### config.mk
export PLATFORM = sky130hd
export DESIGN_NAME = system_watchdog
export DESIGN_NICKNAME = d
export VERILOG_FILES = /design/src/hdl/system_watchdog.v /design/src/hdl/watchdog_prescaler.v
export VERILOG_INCLUDE_DIRS = /design/src /design/src/hdl
export SDC_FILE = /design/constraint.sdc
export NUM_CORES = 1
export LEC_CHECK = 0
export ABC_AREA = 1
export BUFFER_PORTS_ARGS = -buffer_cell sky130_fd_sc_hd__clkbuf_2
export CAP_MARGIN = 20
export CORE_AREA = 5 5 127 129
export CTS_CLUSTER_SIZE = 28
export DETAILED_ROUTE_END_ITERATION = 8
export DIE_AREA = 0 0 132 134
export PLACE_DENSITY = 0.75
export REMOVE_ABC_BUFFERS = 1
export SKIP_LAST_GASP = 1
export SLEW_MARGIN = 25
export SYNTH_ARGS = -nofsm -noshare
export SYNTH_HDL_FRONTEND = slang
export SYNTH_SLANG_ARGS = --single-unit
export TNS_END_PERCENT = 50
### constraint.sdc
create_clock -name clock -period 3.4 [get_ports clock]
set_input_delay 0.68 -clock clock [delete_from_list [all_inputs] [get_ports clock]]
set_output_delay 0.68 -clock clock [all_outputs]
set_load 0.05 [all_outputs]
### src/hdl/watchdog_consts.vh
/*
 Constants of the system watchdog: register offsets, field positions,
 fixed password and guard values, reload values, interrupt bits, prescaler masks, timing.
 Assumes inclusion by bare name from the watchdog design files.
*/
`ifndef WATCHDOG_CONSTS_VH
`define WATCHDOG_CONSTS_VH

// ----------------------------------------------------------------
// Register byte offsets
// ----------------------------------------------------------------
`define OFS_CTRL        4'h0
`define OFS_STATE       4'h4
`define OFS_IRQ_STAT    4'h8
`define OFS_IRQ_MASK    4'hc

// ----------------------------------------------------------------
// Control word fields
// ----------------------------------------------------------------
`define F_LOCK          0
`define F_DIVSEL        1
`define F_DISABLE       2
`define F_GUARD_LO      4
`define F_GUARD_HI      7
`define F_PWD_LO        8
`define F_PWD_HI        15
`define F_RELOAD_LO     16
`define F_RELOAD_HI     31
`define FIXED_PWD       4'ha
`define GUARD_VAL       4'h5

// ----------------------------------------------------------------
// Reset and fixed reload values
// ----------------------------------------------------------------
`define RST_RELOAD      16'hfffc
`define RST_PWD         8'h00
`define TIMEOUT_RELOAD  16'hfffc
`define PREWARN_RELOAD  16'hfff0

// ----------------------------------------------------------------
// Interrupt status bits
// ----------------------------------------------------------------
`define IRQ_ACCERR      0
`define IRQ_OVFL        1
`define IRQ_PREWARN     2
`define IRQ_W           3

// ----------------------------------------------------------------
// Prescaler ratios as terminal counts
// ----------------------------------------------------------------
`define DIV_LOW_MASK    14'h00ff
`define DIV_HIGH_MASK   14'h3fff

// ----------------------------------------------------------------
// Timing: figures in ns, counts derived at the clock period
// ----------------------------------------------------------------
`define CLK_PERIOD_NS   10
`define ACC_WINDOW_NS   10000
`define ACC_WINDOW_CYC  (`ACC_WINDOW_NS / `CLK_PERIOD_NS)
`define RST_PULSE_NS    1000
`define RST_PULSE_CYC   ((`RST_PULSE_NS + `CLK_PERIOD_NS - 1) / `CLK_PERIOD_NS)

`endif

### src/hdl/system_watchdog.v
/*
 System watchdog with prewarning NMI, password access, init-done lock
 line and double-reset hold, reached over AXI4-Lite.
 Assumes nrst is the power-on reset and that the reset generator acts
 on sysResetReq; one clock at 100 MHz.
*/
// The register addresses and register access over AXI4-Lite are this design's own decisions.
// Operation
// - While enabled, an unserviced counter resets the whole system.
// - The init-done lock bit sits in the control word and drives initDoneLock.
// - The lock bit only changes through a checked access; bad attempts are errors.
// - An error first raises nmiReq, and reset follows one prewarning period later.
// - The counter ticks at the clock divided by 256 or 16384.
// - Reload is the user value when normal, a fixed value in time-out and prewarning.
// - Access needs a fixed password field plus a user-defined password field.
// - A valid access is two writes, the second inside a limited window.
// - A wrong password on the first or wrong guard on the second write starts reset.
// - Counter overflow starts reset generation.
// - The time-out can be disabled; access checks and lock monitoring stay on.
// - Two watchdog resets without a proper access between hold reset until power-on.
`timescale 1ns/100ps
`default_nettype none
`include "watchdog_consts.vh"

module system_watchdog (
    input  wire        clock,
    input  wire        nrst,
    input  wire [3:0]  s_axi_awaddr,
    input  wire        s_axi_awvalid,
    output wire        s_axi_awready,
    input  wire [31:0] s_axi_wdata,
    input  wire [3:0]  s_axi_wstrb,
    input  wire        s_axi_wvalid,
    output wire        s_axi_wready,
    output reg  [1:0]  s_axi_bresp,
    output reg         s_axi_bvalid,
    input  wire        s_axi_bready,
    input  wire [3:0]  s_axi_araddr,
    input  wire        s_axi_arvalid,
    output wire        s_axi_arready,
    output reg  [31:0] s_axi_rdata,
    output reg  [1:0]  s_axi_rresp,
    output reg         s_axi_rvalid,
    input  wire        s_axi_rready,
    output wire        initDoneLock,
    output wire        nmiReq,
    output wire        sysResetReq,
    output wire        irq
);

// ----------------------------------------------------------------
// States and helpers
// ----------------------------------------------------------------
localparam [2:0] ST_TIMEOUT = 3'd0;
localparam [2:0] ST_NORMAL  = 3'd1;
localparam [2:0] ST_PREWARN = 3'd2;
localparam [2:0] ST_RESET   = 3'd3;
localparam [2:0] ST_HOLD    = 3'd4;
// Counts are worked out as integers, then cut to their counter widths
localparam integer WIN_INT  = `ACC_WINDOW_CYC;
localparam integer RST_INT  = `RST_PULSE_CYC;
localparam [15:0] WIN_CYC   = WIN_INT[15:0];
localparam [7:0]  RST_CYC   = RST_INT[7:0];

// One-hot register select, shared by the write and read paths
function [3:0] regSel;
    input [3:0] addr;
    begin
        case (addr)
            `OFS_CTRL:     regSel = 4'h1;
            `OFS_STATE:    regSel = 4'h2;
            `OFS_IRQ_STAT: regSel = 4'h4;
            `OFS_IRQ_MASK: regSel = 4'h8;
            default:       regSel = 4'h0;
        endcase
    end
endfunction

// ----------------------------------------------------------------
// AXI4-Lite write channel
// ----------------------------------------------------------------
reg         awHave_ff;
reg         wHave_ff;
reg  [3:0]  awAddr_ff;
reg  [31:0] wData_ff;
reg  [3:0]  wStrb_ff;
wire        wrFire = awHave_ff & wHave_ff & ~s_axi_bvalid;
wire [3:0]  wrSel  = regSel(awAddr_ff);

assign s_axi_awready = ~awHave_ff & ~s_axi_bvalid;
assign s_axi_wready  = ~wHave_ff & ~s_axi_bvalid;

always @(posedge clock or negedge nrst) begin
    if (!nrst) begin
        awHave_ff    <= 1'b0;
        wHave_ff     <= 1'b0;
        awAddr_ff    <= 4'h0;
        wData_ff     <= 32'h00000000;
        wStrb_ff     <= 4'h0;
        s_axi_bvalid <= 1'b0;
        s_axi_bresp  <= 2'h0;
    end else begin
        if (s_axi_awvalid && s_axi_awready) begin
            awHave_ff <= 1'b1;
            awAddr_ff <= {s_axi_awaddr[3:2], 2'b00};
        end
        if (s_axi_wvalid && s_axi_wready) begin
            wHave_ff <= 1'b1;
            wData_ff <= s_axi_wdata;
            wStrb_ff <= s_axi_wstrb;
        end
        if (wrFire) begin
            awHave_ff    <= 1'b0;
            wHave_ff     <= 1'b0;
            s_axi_bvalid <= 1'b1;
            s_axi_bresp  <= (wrSel == 4'h0) ? 2'h2 : 2'h0;
        end else if (s_axi_bvalid && s_axi_bready) begin
            s_axi_bvalid <= 1'b0;
        end
    end
end

// ----------------------------------------------------------------
// Watchdog core state
// ----------------------------------------------------------------
reg  [2:0]  state_ff;
reg  [15:0] count_ff;
reg  [15:0] reload_ff;
reg  [7:0]  pwd_ff;
reg         lock_ff;
reg         divSel_ff;
reg         disable_ff;
reg         unlocked_ff;
reg  [15:0] winCnt_ff;
reg  [7:0]  rstCnt_ff;
reg         resetSeen_ff;
reg  [2:0]  irqStat_ff;
reg  [2:0]  irqMask_ff;
wire        tick;

wire ctrlWr   = wrFire & wrSel[0];
wire liveMode = (state_ff == ST_TIMEOUT) | (state_ff == ST_NORMAL);
wire pwdOk    = (wData_ff[`F_PWD_HI:`F_PWD_LO] == pwd_ff) &&
                (wData_ff[`F_GUARD_HI:`F_GUARD_LO] == `FIXED_PWD);
wire guardOk  = (wData_ff[`F_GUARD_HI:`F_GUARD_LO] == `GUARD_VAL);
wire firstWr  = ctrlWr & liveMode & ~unlocked_ff;
wire secondWr = ctrlWr & liveMode & unlocked_ff;
wire properWr = secondWr & guardOk;
wire winLapse = liveMode & unlocked_ff & ~ctrlWr & (winCnt_ff == 16'h0000);
wire accErr   = (firstWr & ~pwdOk) | (secondWr & ~guardOk) | winLapse;
wire ovfl     = tick & (count_ff == 16'hffff);
// Time-out mode always guards boot; disable only masks normal overflow
wire ovflErr  = ovfl & ((state_ff == ST_TIMEOUT) |
                        ((state_ff == ST_NORMAL) & ~disable_ff));
wire errEvt   = liveMode & (accErr | ovflErr);

watchdog_prescaler prescaler (
    .clock   (clock),
    .nrst    (nrst),
    .divSel  (divSel_ff),
    .restart (properWr),
    .tick    (tick)
);

always @(posedge clock or negedge nrst) begin
    if (!nrst) begin
        state_ff     <= ST_TIMEOUT;
        count_ff     <= `TIMEOUT_RELOAD;
        reload_ff    <= `RST_RELOAD;
        pwd_ff       <= `RST_PWD;
        lock_ff      <= 1'b0;
        divSel_ff    <= 1'b0;
        disable_ff   <= 1'b0;
        unlocked_ff  <= 1'b0;
        winCnt_ff    <= 16'h0000;
        rstCnt_ff    <= 8'h00;
        resetSeen_ff <= 1'b0;
    end else begin
        if (unlocked_ff && winCnt_ff != 16'h0000) begin
            winCnt_ff <= winCnt_ff - 16'h0001;
        end
        case (state_ff)
            ST_TIMEOUT, ST_NORMAL: begin
                if (errEvt) begin
                    state_ff    <= ST_PREWARN;
                    count_ff    <= `PREWARN_RELOAD;
                    unlocked_ff <= 1'b0;
                end else if (properWr) begin
                    // Only the checked second write may move the lock bit
                    state_ff     <= ST_NORMAL;
                    lock_ff      <= wData_ff[`F_LOCK];
                    divSel_ff    <= wData_ff[`F_DIVSEL];
                    disable_ff   <= wData_ff[`F_DISABLE];
                    pwd_ff       <= wData_ff[`F_PWD_HI:`F_PWD_LO];
                    reload_ff    <= wData_ff[`F_RELOAD_HI:`F_RELOAD_LO];
                    count_ff     <= wData_ff[`F_RELOAD_HI:`F_RELOAD_LO];
                    unlocked_ff  <= 1'b0;
                    resetSeen_ff <= 1'b0;
                end else begin
                    if (firstWr) begin
                        unlocked_ff <= 1'b1;
                        winCnt_ff   <= WIN_CYC;
                    end
                    if (tick) begin
                        count_ff <= count_ff + 16'h0001;
                    end
                end
            end
            ST_PREWARN: begin
                if (tick) begin
                    count_ff <= count_ff + 16'h0001;
                end
                if (ovfl) begin
                    state_ff  <= resetSeen_ff ? ST_HOLD : ST_RESET;
                    rstCnt_ff <= RST_CYC;
                end
            end
            ST_RESET: begin
                // System reset restores boot defaults of state, counter and control fields, and sets resetSeen_ff
                if (rstCnt_ff == 8'h01) begin
                    state_ff     <= ST_TIMEOUT;
                    count_ff     <= `TIMEOUT_RELOAD;
                    reload_ff    <= `RST_RELOAD;
                    pwd_ff       <= `RST_PWD;
                    lock_ff      <= 1'b0;
                    divSel_ff    <= 1'b0;
                    disable_ff   <= 1'b0;
                    resetSeen_ff <= 1'b1;
                end
                rstCnt_ff <= rstCnt_ff - 8'h01;
            end
            ST_HOLD: begin
                state_ff <= ST_HOLD;
            end
            default: begin
                state_ff <= ST_TIMEOUT;
            end
        endcase
    end
end

assign initDoneLock = lock_ff;
assign nmiReq       = (state_ff == ST_PREWARN);
assign sysResetReq  = (state_ff == ST_RESET) | (state_ff == ST_HOLD);

// ----------------------------------------------------------------
// Interrupt status and mask
// ----------------------------------------------------------------
wire [2:0] irqSet = {errEvt, ovflErr & liveMode, accErr & liveMode};
wire [2:0] irqClr = (wrFire & wrSel[2] & wStrb_ff[0]) ? wData_ff[2:0] : 3'h0;

// A new event in the clearing cycle wins over the clear
always @(posedge clock or negedge nrst) begin
    if (!nrst) begin
        irqStat_ff <= 3'h0;
        irqMask_ff <= 3'h0;
    end else begin
        irqStat_ff <= (irqStat_ff & ~irqClr) | irqSet;
        if (wrFire && wrSel[3] && wStrb_ff[0]) begin
            irqMask_ff <= wData_ff[2:0];
        end
    end
end

assign irq = |(irqStat_ff & irqMask_ff);

// ----------------------------------------------------------------
// AXI4-Lite read channel
// ----------------------------------------------------------------
wire [3:0] rdSel = regSel({s_axi_araddr[3:2], 2'b00});
reg  [31:0] rdMux;

assign s_axi_arready = ~s_axi_rvalid;

// Password is write-only so a stray read cannot leak it
always @* begin
    rdMux = 32'h00000000;
    case (rdSel)
        4'h1: rdMux = {reload_ff, 8'h00, 4'h0, 1'b0,
                       disable_ff, divSel_ff, lock_ff};
        4'h2: rdMux = {count_ff, 11'h000, unlocked_ff, resetSeen_ff, state_ff};
        4'h4: rdMux = {29'h00000000, irqStat_ff};
        4'h8: rdMux = {29'h00000000, irqMask_ff};
        default: rdMux = 32'h00000000;
    endcase
end

always @(posedge clock or negedge nrst) begin
    if (!nrst) begin
        s_axi_rvalid <= 1'b0;
        s_axi_rdata  <= 32'h00000000;
        s_axi_rresp  <= 2'h0;
    end else if (s_axi_arvalid && s_axi_arready) begin
        s_axi_rvalid <= 1'b1;
        s_axi_rdata  <= rdMux;
        s_axi_rresp  <= (rdSel == 4'h0) ? 2'h2 : 2'h0;
    end else if (s_axi_rvalid && s_axi_rready) begin
        s_axi_rvalid <= 1'b0;
    end
end

endmodule // system_watchdog
`default_nettype wire

### src/hdl/watchdog_prescaler.v
/*
 Prescaler of the system watchdog: one-cycle tick every 256 or 16384
 clocks. Assumes a synchronous restart request from the same clock.
*/
`timescale 1ns/100ps
`default_nettype none
`include "watchdog_consts.vh"

module watchdog_prescaler (
    input  wire        clock,
    input  wire        nrst,
    input  wire        divSel,
    input  wire        restart,
    output reg         tick
);

reg  [13:0] div_ff;
wire [13:0] termMask = divSel ? `DIV_HIGH_MASK : `DIV_LOW_MASK;

// Restart keeps the first period after a service a full period long
always @(posedge clock or negedge nrst) begin
    if (!nrst) begin
        div_ff <= 14'h0000;
        tick   <= 1'b0;
    end else if (restart) begin
        div_ff <= 14'h0000;
        tick   <= 1'b0;
    end else begin
        div_ff <= div_ff + 14'h0001;
        tick   <= ((div_ff & termMask) == termMask);
    end
end

endmodule // watchdog_prescaler
`default_nettype wire

==> summary.txt <==
Status
  – Status: finished, final reports clean

Power and ir drop
  – Worst vdd ir: between 0.4 and 0.5 mV
  – Clock power share: a little under a quarter
  – Pwr dens: around 940 mW/mm²
  – Leakage: 4.56 nW
  – NetSw: 3.41 mW
  – Comb pwr share: between 30% and 40%
  – Reg power frac: slightly below 40%
  – Switching Share: 40.2%
  – Internal: about 5.1 mW

Clock tree
  – CTS Root Cell: clkbuf_16
  – CTS tree: yes
  – Clock Latency Late Sink: roughly 0.42 ns
  – Reg clk slew, reported paths: around 0.06 ns
  – Post-CTS Setup Inserts: 0
  – CTS Buf Count: 17
  – Deepest clock path buffer count: 2
  – PostCTS Resize Cnt: 0
  – Clock sinks: 154
  – H-tree Lvls: 4
  – Cts hold-fix bufs: 0

Timing
  – Relative slew slack: 36.6%
  – Final setup margin: approximately 0.65 ns
  – RSZ-0062 raised after global routing: no
  – TNS Setup: 0 ns
  – FMAX: 363 MHz
  – Final Hold Violating Endpoints: 0
  – Max-slew violations: 0
  – Period utilization: 81.0%
  – Hold_ws: 0.308 ns
  – Final setup violation count: 0
  – Worst-margin pin slew: ~0.95 ns
  – Clock skew: between 0.009 and 0.01 ns
  – Final Critical Period: 2.75 ns

Synth
  – Area share of the largest cell type after synthesis: 39.6%
  – Synth area leader: dfrtp_1
  – Synth cell types: 49
  – Post-synth ARST share: 100%
  – Area contributors post-synth: dfrtp_1 (40%), nand2_1 (9.4%), dfstp_2 (9.2%), nor2_1 (6.1%), inv_1 (4.2%)
  – Sequential share of the synthesized area: around half
  – Mapped Area: between 0.007 and 0.008 mm²
  – Top_reg_cell synth: dfrtp_1
  – Number of synthesized flops with an enable pin: 0
  – Post-Syn Instances: roughly 940
  – Syn avg cell area: between 8 and 9 µm²
  – Flops & latches, synth: ~150
  – Ys Warns: 0

Worst setup path
  – Worst setup EP type: output pin
  – Critical path class: reg2out
  – CP arrival: approximately 2.1 ns
  – Max incr delay on CP: a little over 0.5 ns
  – CP max FO: 10
  – Critical Path Source Type: flop
  – Max stage delay cell, worst path: dfrtp_1
  – CP Data Required Time: roughly 2.7 ns
  – Crit-path cells: nor2_1 > inv_1 > nor2_2 > clkbuf_2

Die
  – Area of the core: 0.0149 mm²
  – Die Wd: around 130 µm
  – Die area: about 0.018 mm²
  – Initial Util: between 50 and 60%
  – Die Y: between 100 and 150 µm
  – Row Count: 45
  – # IOs: 96

GRT
  – GRT overflow: 0
  – Vias in the first global route: 6237
  – Largest net degree at the start of global routing: 83
  – GRT Util Overall: around a fifth
  – First-pass GRT wire length: ~30000 µm
  – Initial antenna violation count: 0

Final layout
  – Antenna Cells: 0
  – Layout overhead on the synthesized area: 13.7%
  – Storage element area: 0.00389 mm²
  – Layout cells sized above 1: between 20% and 30%
  – Final Non-Filler Cells: between 1000 and 1500
  – Area of the multi-input gates: around 0.0035 mm²
  – Cell area after layout: slightly above 0.009 mm²
  – Final Net Count: between 1000 and 1500
  – Fillers: approximately 1300

Routing
  – DRT antenna net count: 0
  – DR DRC count: 0
  – Starting DRT DRC Count: 333
  – Drt total wl: about 18000 µm
  – DR pass1 iterations: 5
  – Drt wl/cell: around 15 µm
  – Average vias per placed instance: 5.27
  – Total number of vias: ~6400

Run
  – Max cap viols: 0

Placement
  – Final Wtd Congestion: just under 0.9
  – Post-Place Cells: 1176
  – Pre-CTS setup slack: between 1 and 1.5 ns
  – Port bufs: between 70 and 80
  – HPWL Detailed: 12200 µm
  – Placed Area: between 0.008 and 0.009 mm²

Min path
  – Worst hold path type: in2async
## path summary, 6_finish.rpt
check,from,to,slack (ns),depth (start not counted)
setup / recovery,state_ff[2]$_DFFE_PN0P_,nmiReq,0.65,4
hold / removal,nrst,winCnt_ff[6]$_DFF_PN0_,0.31,1
setup reg to reg,winCnt_ff[0]$_DFF_PN0_,winCnt_ff[4]$_DFF_PN0_,0.97,12
hold reg to reg,prescaler.div_ff[0]$_DFF_PN0_,prescaler.div_ff[0]$_DFF_PN0_,0.46,1
max in group asynchronous,nrst,reload_ff[9]$_DFFE_PN1P_,2.34,2
min in group clock,s_axi_bready,s_axi_bvalid$_DFFE_PN0P_,0.44,2
## critical path, delay by kind of cell, from the launching register on
family,cells,cell delay (ns)
AND/OR/NAND/NOR,2,0.58
buffers and inverters,2,0.55
flip-flops,1,0.51
## cells in the final DEF (no fill, tap or decap), types with 3 or more instances in the layout
master and count:
o21ai_0 43, ha_1 5, a31oi_1 4, nand3_1 52, inv_1 90, clkbuf_8 6, a41oi_1 3, o21ai_2 14
nand2_4 4, nor3_1 13, nor2_1 130, nand2_2 13, a21oi_1 41, clkbuf_2 73, dfrtp_1 126, nor2_2 4
dfstp_2 28, nand3_4 4, nand2_1 199, buf_4 5, nand4_1 10, clkbuf_1 4, conb_1 13, o21ai_1 3
inv_2 9, clkbuf_16 17, mux2_2 24, a21boi_0 4, nor4_1 4, o31ai_1 3, xor2_1 26, o211ai_1 13
bufinv_16 3, xnor2_1 4
## cells in the mapped netlist, drive strengths merged, types with 3 or more instances
library cell,instances
a21boi,4
a21oi,42
a31oi,5
a41oi,3
buf,31
clkbuf,11
dfrtp,126
dfstp,28
ha,5
inv,100
mux2,24
nand2,216
nand3,58
nand4,10
nor2,137
nor3,14
nor4,4
o211ai,13
o21ai,61
o31ai,3
xnor2,4
xor2,26
## registers in the layout, summed over array words and instances, names as in the netlist, 2 cells and up
| name | cells |
|---|---|
| wData_ff | 31 |
| s_axi_rdata | 21 |
| count_ff | 16 |
| reload_ff | 16 |
| winCnt_ff | 16 |
| prescaler.div_ff | 14 |
| pwd_ff | 8 |
| rstCnt_ff | 8 |
| irqMask_ff | 3 |
| irqStat_ff | 3 |
| state_ff | 3 |
| awAddr_ff | 2 |
## kinds of logic after synthesis
| kind of cell | after synthesis | synth area share [%] |
|---|---|---|
| AO/OA/AOI/OAI | 137 | 10.6 |
| XOR/XNOR | 30 | 3.30 |
| adder cells (fa/ha/maj) | 5 | 0.786 |
| buffers and inverters | 142 | 8.19 |
| flip-flops | 154 | 48.8 |
| multiplexers | 24 | 3.39 |
| other | 1 | 0.0471 |
| AND/OR/NAND/NOR | 444 | 24.9 |
## per-stage QoR
stage	total power, mW	utilization [%]
final	8.48	60.7
after global routing	9.10	60.7
after CTS	8.53	60.7
after detailed placement	6.49	56.5
after global placement	6.38	56.5
after floorplan	5.68	-
## final cells by class
cell class	instances	share of cell area [%]
Clock buffer	27	5.78
Sequential cell	154	42.9
Clock inverter	5	1.17
Multi-Input combinational cell	653	38.3
Tap cell	188	2.60
Timing Repair Buffer	81	5.02
Inverter	100	4.17
## metal layers
layer  routed length, µm  GRT usage, %
met5                   0             0
met4                 229          5.77
met3                 674          5.21
met2                8540          32.8
met1                8190          28.3
## power groups by stage
| stage | clock network [mW] | logic (mW) | registers, mW |
|---|---|---|---|
| after floorplan | 0 | 2.20 | 3.48 |
| after global placement | 0 | 3.05 | 3.33 |
| after detailed placement | 0 | 3.15 | 3.35 |
| after CTS | 2.02 | 3.17 | 3.33 |
| after global routing | 2.11 | 3.54 | 3.45 |
| final | 1.99 | 3.15 | 3.34 |
Note: power is estimated with default switching activity, not from simulation.
